$ cat src/hdl/psoc_pkg.sv
// Purpose: Constants and types for the power state output control block
// Assumes: Register port with one-cycle read latency, 8-bit data
// Notes: Offsets are word indices on a plain register port
package psoc_pkg;
    localparam int ADDR_W = 4;
    localparam int DATA_W = 8;
    localparam logic [3:0] REG_STATE = 4'h0;
    localparam logic [3:0] REG_NORM_CFG = 4'h1;
    localparam logic [3:0] REG_SLEEP_CFG = 4'h2;
    localparam logic [3:0] REG_CMD = 4'h3;
    localparam logic [3:0] REG_STATUS = 4'h4;
    localparam logic [3:0] REG_OUTPUTS = 4'h5;
    // Normal configuration bit positions
    localparam int B_STBY = 0;
    localparam int B_COM = 1;
    localparam int B_VREF = 2;
    localparam int B_TRK1 = 3;
    localparam int B_TRK2 = 4;
    localparam int B_WDOG = 5;
    localparam int B_ERRM = 6;
    localparam int B_WKT = 7;
    // Sleep configuration bit positions
    localparam int S_COM = 0;
    localparam int S_VREF = 1;
    localparam int S_TRK1 = 2;
    localparam int S_TRK2 = 3;
    localparam int S_WDOG = 4;
    localparam int S_ERRM = 5;
    // Command bits
    localparam int C_NORMAL = 0;
    localparam int C_STANDBY = 1;
    localparam int C_SLEEP = 2;
    localparam int C_WAKE = 3;
    localparam int C_IRQ_CLR = 4;
    localparam logic [7:0] NORM_CFG_RST = 8'h6f;
    localparam logic [7:0] SLEEP_CFG_RST = 8'h00;
    typedef enum logic [1:0] {
        ST_NORMAL,
        ST_STANDBY,
        ST_SLEEP,
        ST_WAKE
    } psoc_state_t;
    typedef struct packed {
        logic stepdown_en;
        logic stepup_en;
        logic uc_reg_en;
        logic stby_en;
        logic com_en;
        logic core_en;
        logic vref_en;
        logic trk1_en;
        logic trk2_en;
        logic wkt_en;
        logic wdog_en;
        logic errm_en;
        logic reset_hi;
        logic ss_a;
        logic ss_b;
    } psoc_out_t;
endpackage

$ cat src/hdl/psoc_dec_if.sv
// Purpose: Carries state and configuration to the output decoder
// Assumes: One clock domain
// Notes: Decoder result flows back registered
`timescale 1ns/1ns
interface psoc_dec_if;
    psoc_pkg::psoc_state_t state;
    logic [7:0] norm_cfg;
    logic [7:0] sleep_cfg;
    logic stepup_need;
    logic core_sel;
    psoc_pkg::psoc_out_t outs;
    modport ctrl (output state, output norm_cfg, output sleep_cfg, output stepup_need,
        output core_sel, input outs);
    modport dec (input state, input norm_cfg, input sleep_cfg, input stepup_need,
        input core_sel, output outs);
endinterface

$ cat src/hdl/psoc_top.sv
// Contract
// RQ1: Step-down and controller supply on in normal, sleep
// RQ2: Step-up only when needed and pin-selected
// RQ3: Core supply follows pin sampled at sequencing
// RQ4: Normal: standby, comm, reference switchable by software
// RQ5: Normal: trackers switchable independently
// RQ6: Normal: wake-up timer off
// RQ7: Normal: watchdogs, error monitor switchable
// RQ8: Reset output high in normal and sleep
// RQ9: Safe outputs high only in normal
// RQ10: Standby: regulators, reference, trackers off
// RQ11: Standby: standby regulator per stored bit
// RQ12: Standby, sleep: wake timer per configuration
// RQ13: Standby: watchdogs and error monitor off
// RQ14: Standby: reset and safe outputs low
// RQ15: Sleep keeps prior standby regulator setting
// RQ16: Sleep: overcurrent raises interrupt, goes wake
// RQ17: Sleep enables frozen from transition request
// RQ18: Sleep: watchdogs per sleep configuration
// RQ19: Sleep: error monitor per sleep configuration
// RQ20: Sleep: safe outputs held low
// RQ21: Wake input or command leaves sleep
// RQ22: Outputs registered, change on state or write
//
// Purpose: State and configuration control of supply enables
// Assumes: Register port, reads return data one cycle later
// Notes: Sequencing strobe latches core select pin
//
// The register addresses and the plain strobed port were decided locally.
`timescale 1ns/1ns
module psoc_top (
    input wire logic clock_i,
    input wire logic rst_n_i,
    input wire logic [3:0] addr_i,
    input wire logic [7:0] wdata_i,
    input wire logic wr_i,
    input wire logic rd_i,
    output logic [7:0] rdata_o,
    input wire logic step_up_select_pin_i,
    input wire logic vin_low_i,
    input wire logic core_supply_select_pin_i,
    input wire logic sequencing_i,
    input wire logic uc_overcurrent_i,
    input wire logic enable_wake_input_i,
    input wire logic wake_input_i,
    output logic irq_o,
    output logic stepdown_en_o,
    output logic stepup_en_o,
    output logic uc_reg_en_o,
    output logic stby_reg_en_o,
    output logic com_reg_en_o,
    output logic core_en_o,
    output logic vref_en_o,
    output logic trk1_en_o,
    output logic trk2_en_o,
    output logic wake_timer_en_o,
    output logic wdog_en_o,
    output logic errm_en_o,
    output logic reset_o,
    output logic safe_state_out_a_o,
    output logic safe_state_out_b_o
);
    typedef struct packed {
        psoc_pkg::psoc_state_t state;
        logic [7:0] norm_cfg;
        logic [7:0] sleep_cfg;
        logic core_sel;
        logic irq;
        logic [7:0] rdata;
    } psoc_top_st_t;
    psoc_top_st_t st_r;
    psoc_top_st_t st_nxt;
    psoc_dec_if dif ();
    logic cmd_wr;
    logic wake_evt;

    function automatic logic hit(input logic [3:0] a, input logic [3:0] off);
        return a == off;
    endfunction

    assign cmd_wr = wr_i && hit(addr_i, psoc_pkg::REG_CMD);
    assign wake_evt = enable_wake_input_i || wake_input_i || uc_overcurrent_i
        || (cmd_wr && wdata_i[psoc_pkg::C_WAKE]);

    always_comb begin
        st_nxt = st_r;
        st_nxt.rdata = 8'h00;
        if (sequencing_i) begin
            st_nxt.core_sel = core_supply_select_pin_i; // [RQ3]
        end
        // Configuration writes only land outside sleep, freezing sleep enables
        if (wr_i && st_r.state != psoc_pkg::ST_SLEEP) begin
            if (hit(addr_i, psoc_pkg::REG_NORM_CFG)) begin
                st_nxt.norm_cfg = wdata_i; // [RQ4] [RQ5] [RQ7]
            end
            if (hit(addr_i, psoc_pkg::REG_SLEEP_CFG)) begin
                st_nxt.sleep_cfg = wdata_i; // [RQ17]
            end
        end
        if (cmd_wr && wdata_i[psoc_pkg::C_IRQ_CLR]) begin
            st_nxt.irq = 1'b0;
        end
        unique case (st_r.state)
            psoc_pkg::ST_NORMAL, psoc_pkg::ST_WAKE: begin
                if (cmd_wr && wdata_i[psoc_pkg::C_SLEEP]) begin
                    st_nxt.state = psoc_pkg::ST_SLEEP;
                end else if (cmd_wr && wdata_i[psoc_pkg::C_STANDBY]) begin
                    st_nxt.state = psoc_pkg::ST_STANDBY;
                end else if (cmd_wr && wdata_i[psoc_pkg::C_NORMAL]) begin
                    st_nxt.state = psoc_pkg::ST_NORMAL;
                end
            end
            psoc_pkg::ST_STANDBY: begin
                // Leaving standby passes through power sequencing outside this block
                if (cmd_wr && wdata_i[psoc_pkg::C_NORMAL]) begin
                    st_nxt.state = psoc_pkg::ST_NORMAL;
                end
            end
            psoc_pkg::ST_SLEEP: begin
                if (wake_evt) begin
                    st_nxt.state = psoc_pkg::ST_WAKE; // [RQ16] [RQ21]
                end
                if (uc_overcurrent_i) begin
                    st_nxt.irq = 1'b1; // [RQ16]
                end
            end
        endcase
        if (rd_i) begin
            unique case (addr_i)
                psoc_pkg::REG_STATE: st_nxt.rdata = {6'h00, st_r.state};
                psoc_pkg::REG_NORM_CFG: st_nxt.rdata = st_r.norm_cfg;
                psoc_pkg::REG_SLEEP_CFG: st_nxt.rdata = st_r.sleep_cfg;
                psoc_pkg::REG_STATUS: st_nxt.rdata = {6'h00, st_r.core_sel, st_r.irq};
                psoc_pkg::REG_OUTPUTS: st_nxt.rdata = {dif.outs.reset_hi, dif.outs.ss_a,
                    dif.outs.uc_reg_en, dif.outs.stby_en, dif.outs.com_en,
                    dif.outs.vref_en, dif.outs.wdog_en, dif.outs.errm_en};
                default: st_nxt.rdata = 8'h00;
            endcase
        end
    end

    always_ff @(posedge clock_i) begin
        if (!rst_n_i) begin
            st_r.state <= psoc_pkg::ST_NORMAL;
            st_r.norm_cfg <= psoc_pkg::NORM_CFG_RST;
            st_r.sleep_cfg <= psoc_pkg::SLEEP_CFG_RST;
            st_r.core_sel <= 1'b0;
            st_r.irq <= 1'b0;
            st_r.rdata <= 8'h00;
        end else begin
            st_r <= st_nxt;
        end
    end

    assign dif.state = st_r.state;
    assign dif.norm_cfg = st_r.norm_cfg;
    assign dif.sleep_cfg = st_r.sleep_cfg;
    assign dif.stepup_need = step_up_select_pin_i && vin_low_i; // [RQ2]
    assign dif.core_sel = st_r.core_sel;

    psoc_decode u_dec (
        .clock_i(clock_i),
        .rst_n_i(rst_n_i),
        .d(dif)
    );

    assign rdata_o = st_r.rdata;
    assign irq_o = st_r.irq;
    assign stepdown_en_o = dif.outs.stepdown_en;
    assign stepup_en_o = dif.outs.stepup_en;
    assign uc_reg_en_o = dif.outs.uc_reg_en;
    assign stby_reg_en_o = dif.outs.stby_en;
    assign com_reg_en_o = dif.outs.com_en;
    assign core_en_o = dif.outs.core_en;
    assign vref_en_o = dif.outs.vref_en;
    assign trk1_en_o = dif.outs.trk1_en;
    assign trk2_en_o = dif.outs.trk2_en;
    assign wake_timer_en_o = dif.outs.wkt_en;
    assign wdog_en_o = dif.outs.wdog_en;
    assign errm_en_o = dif.outs.errm_en;
    assign reset_o = dif.outs.reset_hi;
    assign safe_state_out_a_o = dif.outs.ss_a;
    assign safe_state_out_b_o = dif.outs.ss_b;

    // Decoder output lags reset release by one edge
    normal_on_a: assert property (@(posedge clock_i) disable iff (!rst_n_i)
        $past(rst_n_i) && $past(st_r.state) == psoc_pkg::ST_NORMAL
        |-> stepdown_en_o && uc_reg_en_o)
        else $error("Supply off in normal"); // [RQ1]
    stepup_gate_a: assert property (@(posedge clock_i) disable iff (!rst_n_i)
        stepup_en_o |-> $past(step_up_select_pin_i) && $past(vin_low_i))
        else $error("Step-up without need"); // [RQ2]
    wkt_normal_a: assert property (@(posedge clock_i) disable iff (!rst_n_i)
        $past(st_r.state) == psoc_pkg::ST_NORMAL |-> !wake_timer_en_o)
        else $error("Wake timer on in normal"); // [RQ6]
    reset_high_a: assert property (@(posedge clock_i) disable iff (!rst_n_i)
        $past(st_r.state) == psoc_pkg::ST_SLEEP |-> reset_o)
        else $error("Reset low in sleep"); // [RQ8]
    safe_rel_a: assert property (@(posedge clock_i) disable iff (!rst_n_i)
        safe_state_out_a_o || safe_state_out_b_o |-> $past(st_r.state) == psoc_pkg::ST_NORMAL)
        else $error("Safe state released outside normal"); // [RQ9]
    standby_rst_a: assert property (@(posedge clock_i) disable iff (!rst_n_i)
        $past(st_r.state) == psoc_pkg::ST_STANDBY |-> !reset_o && !safe_state_out_b_o)
        else $error("Reset or safe high in standby"); // [RQ14]
    ovc_wake_a: assert property (@(posedge clock_i) disable iff (!rst_n_i)
        st_r.state == psoc_pkg::ST_SLEEP && uc_overcurrent_i
        |=> st_r.state == psoc_pkg::ST_WAKE && irq_o)
        else $error("Overcurrent did not wake"); // [RQ16]
    sleep_frozen_a: assert property (@(posedge clock_i) disable iff (!rst_n_i)
        st_r.state == psoc_pkg::ST_SLEEP && $past(st_r.state) == psoc_pkg::ST_SLEEP
        |-> $stable(st_r.sleep_cfg) && $stable(st_r.norm_cfg))
        else $error("Configuration changed in sleep"); // [RQ17]
    sleep_wdog_a: assert property (@(posedge clock_i) disable iff (!rst_n_i)
        $past(st_r.state) == psoc_pkg::ST_SLEEP
        |-> wdog_en_o == $past(st_r.sleep_cfg[psoc_pkg::S_WDOG])
        && errm_en_o == $past(st_r.sleep_cfg[psoc_pkg::S_ERRM]))
        else $error("Sleep supervision mismatch"); // [RQ18] [RQ19]
    wake_in_a: assert property (@(posedge clock_i) disable iff (!rst_n_i)
        st_r.state == psoc_pkg::ST_SLEEP && (wake_input_i || enable_wake_input_i)
        |=> st_r.state == psoc_pkg::ST_WAKE)
        else $error("Wake input ignored"); // [RQ21]
endmodule // psoc_top

$ cat src/hdl/psoc_decode.sv
// Purpose: Registered decode of enables from state and configuration
// Assumes: Inputs change on state change, configuration write, sequencing or stepup_need change
// Notes: Outputs lag the cause by one cycle
`timescale 1ns/1ns
module psoc_decode (
    input wire logic clock_i,
    input wire logic rst_n_i,
    psoc_dec_if.dec d
);
    typedef struct packed {
        psoc_pkg::psoc_out_t outs;
    } psoc_dec_st_t;
    psoc_dec_st_t st_r;
    psoc_dec_st_t st_nxt;

    function automatic psoc_pkg::psoc_out_t psoc_map(input psoc_pkg::psoc_state_t s,
        input logic [7:0] nc, input logic [7:0] sc, input logic up, input logic core);
        psoc_pkg::psoc_out_t o;
        o = '0;
        unique case (s)
            psoc_pkg::ST_NORMAL, psoc_pkg::ST_WAKE: begin
                o.stepdown_en = 1'b1; // [RQ1]
                o.uc_reg_en = 1'b1; // [RQ1]
                o.stepup_en = up; // [RQ2]
                o.core_en = core; // [RQ3]
                o.stby_en = nc[psoc_pkg::B_STBY]; // [RQ4]
                o.com_en = nc[psoc_pkg::B_COM]; // [RQ4]
                o.vref_en = nc[psoc_pkg::B_VREF]; // [RQ4]
                o.trk1_en = nc[psoc_pkg::B_TRK1]; // [RQ5]
                o.trk2_en = nc[psoc_pkg::B_TRK2]; // [RQ5]
                o.wkt_en = 1'b0; // [RQ6]
                o.wdog_en = nc[psoc_pkg::B_WDOG]; // [RQ7]
                o.errm_en = nc[psoc_pkg::B_ERRM]; // [RQ7]
                o.reset_hi = 1'b1; // [RQ8]
                // Wake keeps safe state low; only normal releases it
                o.ss_a = (s == psoc_pkg::ST_NORMAL); // [RQ9]
                o.ss_b = (s == psoc_pkg::ST_NORMAL); // [RQ9]
            end
            psoc_pkg::ST_STANDBY: begin
                // All supplies, supervision and safe outputs default off [RQ10] [RQ13] [RQ14]
                o.stby_en = nc[psoc_pkg::B_STBY]; // [RQ11]
                o.wkt_en = nc[psoc_pkg::B_WKT]; // [RQ12]
            end
            psoc_pkg::ST_SLEEP: begin
                o.stepdown_en = 1'b1; // [RQ1]
                o.uc_reg_en = 1'b1; // [RQ1]
                o.stepup_en = up; // [RQ2]
                o.core_en = core; // [RQ3]
                o.reset_hi = 1'b1; // [RQ8]
                o.stby_en = nc[psoc_pkg::B_STBY]; // [RQ15]
                o.wkt_en = nc[psoc_pkg::B_WKT]; // [RQ12]
                o.com_en = sc[psoc_pkg::S_COM]; // [RQ17]
                o.vref_en = sc[psoc_pkg::S_VREF]; // [RQ17]
                o.trk1_en = sc[psoc_pkg::S_TRK1]; // [RQ17]
                o.trk2_en = sc[psoc_pkg::S_TRK2]; // [RQ17]
                o.wdog_en = sc[psoc_pkg::S_WDOG]; // [RQ18]
                o.errm_en = sc[psoc_pkg::S_ERRM]; // [RQ19]
                o.ss_a = 1'b0; // [RQ20]
                o.ss_b = 1'b0; // [RQ20]
            end
        endcase
        return o;
    endfunction

    always_comb begin
        st_nxt.outs = psoc_map(d.state, d.norm_cfg, d.sleep_cfg, d.stepup_need, d.core_sel);
    end

    always_ff @(posedge clock_i) begin
        if (!rst_n_i) begin
            st_r <= '0;
        end else begin
            st_r <= st_nxt; // [RQ22]
        end
    end

    assign d.outs = st_r.outs;

    standby_off_a: assert property (@(posedge clock_i) disable iff (!rst_n_i)
        $past(d.state) == psoc_pkg::ST_STANDBY |-> !d.outs.uc_reg_en && !d.outs.stepdown_en
        && !d.outs.com_en && !d.outs.vref_en && !d.outs.core_en && !d.outs.stepup_en
        && !d.outs.trk1_en && !d.outs.trk2_en)
        else $error("Supply on in standby"); // [RQ10]
    standby_sup_a: assert property (@(posedge clock_i) disable iff (!rst_n_i)
        $past(d.state) == psoc_pkg::ST_STANDBY |-> !d.outs.wdog_en && !d.outs.errm_en)
        else $error("Supervision on in standby"); // [RQ13]
endmodule // psoc_decode

$ cat config.mk
export PLATFORM = sky130hd
export DESIGN_NAME = psoc_top
export DESIGN_NICKNAME = d
export VERILOG_FILES = /design/src/hdl/psoc_pkg.sv /design/src/hdl/psoc_dec_if.sv /design/src/hdl/psoc_top.sv /design/src/hdl/psoc_decode.sv
export SDC_FILE = /design/constraint.sdc
export NUM_CORES = 1
export LEC_CHECK = 0
export BUFFER_PORTS_ARGS = -buffer_cell sky130_fd_sc_hd__clkbuf_2
export CAP_MARGIN = 5
export CELL_PAD_IN_SITES_DETAIL_PLACEMENT = 1
export CELL_PAD_IN_SITES_GLOBAL_PLACEMENT = 2
export CORE_UTILIZATION = 28
export DETAILED_ROUTE_END_ITERATION = 12
export PLACE_DENSITY = 0.8
export SYNTH_ARGS = -nofsm -noshare
export SYNTH_HDL_FRONTEND = slang
export SYNTH_SLANG_ARGS = --single-unit
export TNS_END_PERCENT = 1
$ cat constraint.sdc
create_clock -name clock_i -period 1.4 [get_ports clock_i]
set_input_delay 0.28 -clock clock_i [delete_from_list [all_inputs] [get_ports clock_i]]
set_output_delay 0.28 -clock clock_i [all_outputs]
set_load 0.01 [all_outputs]
-- Word level (Yosys, flattened, before mapping)
Index checks and enable logic that the tools add are counted.
W data, S select, Z words.
- equal/unequal tests: 10
- mux-type cells: 14
- reduce and logical (&&, ||, !) cells: 21
- operator list (cell ; number):
    $pmux W8 S5 ; 1
    $pmux W5 S2 ; 2
    $eq A4 B2 Y1 const B ; 2
    $eq A4 B3 Y1 const B ; 2
    $logic_and A1 B1 Y1 ; 8
    $mux W2 ; 4
    $reduce_and A2 Y1 ; 4
    $pmux W2 S3 ; 1
    $eq A2 B2 Y1 const B ; 2
    $eq A4 B1 Y1 const B ; 1
    $logic_not A4 Y1 ; 1
    $mux W1 ; 4
    $ne A2 B2 Y1 const B ; 2
    $reduce_or A2 Y1 ; 2
    $reduce_or A4 Y1 ; 1
    $logic_or A1 B1 Y1 ; 3
    $mux W3 ; 1
    $reduce_or A3 Y1 ; 1
    $eq A2 B1 Y1 const B ; 1
    $logic_not A2 Y1 ; 1
    $pmux W1 S2 ; 1
- register bits after elaboration: 43
- input bits: 23
- output and inout bits: 24
- logic and storage cells: 66

-- Depth between registers and ports, before layout
- depth after elaboration: 7
- gate-level depth with buffers: 7
- mapped depth without buffers: 6

-- Cells and area by module
A second synthesis with hierarchy kept.
- cell total of the unflattened synthesis: 187
- area total of the unflattened synthesis: 1783.0 sq um
- by module, submodules not included (module ; sequential area each (sq um) ; times used ; cells each ; area each (sq um)):
    psoc_top ; 560.5 ; 1 ; 141 ; 1320.0
    psoc_decode ; 240.2 ; 1 ; 46 ; 462.9

-- Worst setup path before layout
OpenSTA, ideal clock, no wires.
- path kind: reg2reg
- start point: register, netlist name dif.state[0]
- end point: register, netlist name dif.state[0]
- slack: -0.102 ns
- buffers on the path: 1
- library setup time: 0.070 ns
- period minus slack after synthesis: 1.502 ns
- cell stages (with the launch flop): 8
- required time: 1.330 ns
- arrival time: 1.432 ns
- path through: dfxtp_1 inv_1 ha_1 buf_2 nor4b_4 o21ai_4 or2_1 a21boi_1
- longest elaborated chain between the ends: 4
- elaborated cells on any way between the ends: 10
- classes of those cells: 4 x eq/ne; 4 x mux; 2 x reduce/logical
- RTL lines (item ; line ; source):
    $mux W2 (3 in a row) ; n/a ;
    $pmux W2 S3 ; psoc_top.sv:103 ; unique case (st_r.state)
Several ways; a longest one is shown, not always the timed one.
A chain may end at the register's enable or synchronous reset.

-- Worst setup path after layout
- start point: register, netlist name dif.state[0]
- end point: register, netlist name dif.sleep_cfg[4]
- longest elaborated chain between the ends: 3
- RTL lines (item ; line ; source):
    $ne A2 B2 Y1 ; psoc_top.sv:92 ; if (wr_i && st_r.state != psoc_pkg::ST_SLEEP) begin
    $logic_and A1 B1 Y1 ; psoc_top.sv:92 ;
    $reduce_and A2 Y1 (no line) ; n/a ;
No other way between the ends.

==> flow_summary.yaml <==
global_routing:
  grt_pass1_vias: 1776
  antenna_found_initial: 0
  track_usage_pct: 16.2
  gr-total-overflow: 0
  grt_max_degree: 19
  grt_pass1_wl_mm: 8.96
cells_and_area:
  final_common_cell: "clkbuf_2"
  stdcell_area_um2: 2410
  instances_no_fill: 335
  layout_common_cells: "46 x clkbuf_2, 38 x dfxtp_1, 23 x nand3_1, 23 x buf_4, 22 x nand2_1"
  drive_above_1_share_pct: 38.8
  nets: 285
  syn2layout_area_growth_pct: 31.6
  n_antenna_cell: 0
  fin_util_pct: 38.0
  fillCellCount: 748
place:
  gp_congestion: 0.762
  place_ws_ns: -0.0677
  post-place-cells: 325
  portBuffers: 46
  dp_hpwl_mm: 4.12
  placed_cell_area_um2: 2270
detailed_routing:
  vias_per_cell: 4.97
  vias: 1666
  drt-total-wl_mm: 5.19
  drc_errors: 0
  wire_per_inst_um: 15.5
  dr.pass1.iters: 4
  drt_iter0_markers: 86
  ant_nets: 0
logic_synthesis:
  synthTopCellsByArea: "dfxtp_1 44%, nand3_1 6.3%, a22oi_1 5.7%"
  synth_nets: 224
  ys_ff_latch: 40
  synth_area_leader_cell: "dfxtp_1"
  syn_avg_cell_area_um2: 9.31
  ys_seq_area_share_pct: 43.7
  synth_cells: 197
  ys_types: 43
  ys.warnings.count: 0
  synth_top_cell_area_share_pct: 43.7
  synth_area_um2: 1830
setup_path:
  critPathTopFamily: "flip-flops"
  critPathMaxFanout: 12
  cp-start-kind: "register"
  crit_type: "register to register"
  arrival_ns: 1.61
  cpMaxStageDelayCell: "dfxtp_4"
  endpoint_kind: "register"
  cp.required_ns: 1.63
  crit_chain: "inv_6 -> ha_4 -> nor2b_1 -> buf_4 -> buf_6 -> nand3_1 -> a21boi_2"
  slowest_delay_ns: 0.38
  path_buf_inv: 3
cts:
  clk_latency_ns: 0.30
  cts_buffer_depth: 2
  cts_tree: "done"
  cts-buffers-inserted: 5
  root_buffer: "clkbuf_8"
  htreeDepth: 2
  postCtsHoldBufs: 0
  clk_pin_slew_worst_paths_ns: 0.08
  cts_sinks: 40
min_path:
  min_path_type: "primary input to register"
power_and_ir_drop:
  powerDensity_nw_per_um2: 1340
  max-vdd-ir-drop_uv: 509
  p_total_mw: 3.23
  swShare_pct: 32.5
  combPwrFrac_pct: 34.0
  power.internal_mw: 2.18
  leakagePower_nw: 1.01
  p_seq_share_pct: 42.8
  p_sw_mw: 1.05
  clkPwrFrac_pct: 23.2
floorplanning:
  start_util_pct: 28.9
  num_rows: 29
  pin_count: 47
  core_um2: 6350
  die_h_um: 82.9
  fp.dieW_um: 82.9
  dieArea_um2: 6880
sta:
  min_period_over_period_pct: 98.2
  maxSlewViolCount: 0
  setup_tns_ns: 0
  max_slew_margin_pct: 71.9
  timing.final.ws_setup_ns: 0.0250
  finalHoldViolations: 0
  setup_viol: 0
  rsz0062_at_grt: "yes"
  max_freq_ghz: 0.727
  finClkSkew_ns: 0.00736
  min_period_ns: 1.38
  worst_pin_slew_ns: 0.419
  holdWs_ns: 0.203
outcome:
  outcome: "finished, final reports clean"
flow_run:
  cap_violations: 0
[cells in the mapped netlist (all sizes together)]
cell type and n:
nor4bb 1, ha 4, nor3b 3, mux2i 2
nand2 24, o21ai 2, nand2b 1, clkbuf 4
mux4 1, a41oi 1, and3b 1, dfxtp 40
or2 2, a41o 1, o2111ai 1, o22ai 1
and3 2, or3b 1, a22oi 14, nor2 13
o32ai 1, nand4 1, nor4 1, nand3b 1
inv 4, nor2b 4, a2bb2oi 4, and4b 1
nand4b 2, nand3 23, buf 13, o211ai 2
nor4b 3, a31oi 2, a21oi 3, and2 2
a21boi 11
[metal layers]
metal | track usage (%) | vias up | share of wire [%]
met2 | 26.6 | 37 | 48
li1 | - | 827 | -
met4 | 6.90 | 0 | 1.9
met3 | 2.19 | 9 | 3.3
met5 | 0 | - | 0
met1 | 21.3 | 793 | 47
[registers in the layout (all words and copies together) (netlist names)]
signal,cells
u_dec.d.outs,12
dif.norm_cfg,8
dif.sleep_cfg,8
rdata_o,8
dif.state,2
dif.core_sel,1
irq_o,1
[what timing repair did]
| action | 4_1_cts | 5_1_grt |
|---|---|---|
| endpoints found under the hold margin | 0 | 0 |
| pin swaps | 0 | 2 |
| buffers inserted | 0 | 3 |
| endpoints found under the setup margin | 10 | 25 |
| resized for setup | 6 | 6 |
[power by group through the flow]
| stage | logic [mW] | clock network (mW) | registers [mW] |
|---|---|---|---|
| 2_1_floorplan | 0.549 | 0 | 1.44 |
| 4_1_cts | 1.06 | 0.778 | 1.39 |
| 6_report | 1.10 | 0.749 | 1.38 |
| 3_5_place_dp | 1.04 | 0 | 1.40 |
| 3_3_place_gp | 1.02 | 0 | 1.41 |
| 5_1_grt | 1.20 | 0.826 | 1.40 |
[layout make-up]
type / instances / area, µm² / area share, %
timing repair buffer: 71 / 434 / 18.0
multi-input combinational: 136 / 973 / 40.3
clock buffer: 5 / 68.8 / 2.85
inverter: 4 / 20.0 / 0.829
clock inverter: 2 / 12.5 / 0.518
sequential: 40 / 808 / 33.5
tap: 77 / 96.3 / 3.99
[cell families (layout without fill, tap and decap cells)]
kind of cell	count (synthesis)	count (layout)	share of synthesized area (%)
DFF	40	40	43.7
adders and majority gates	4	4	2.73
and+or+nand+nor	86	86	27.1
AOI/OAI and AO/OA	43	43	17.9
buffers and inverters	21	82	6.21
muxes	3	3	2.32
[final timing paths]
check | start | endpoint | slack (ns) | cells after the start
max | dif.state[0] | dif.sleep_cfg[4] | 0.02 | 7
min | vin_low_i | u_dec.d.outs[13] | 0.20 | 2
max reg2reg | dif.state[0] | dif.sleep_cfg[4] | 0.02 | 7
min reg2reg | dif.sleep_cfg[6] | dif.sleep_cfg[6] | 0.47 | 2
No activity file was read; power rests on OpenSTA's default activity.
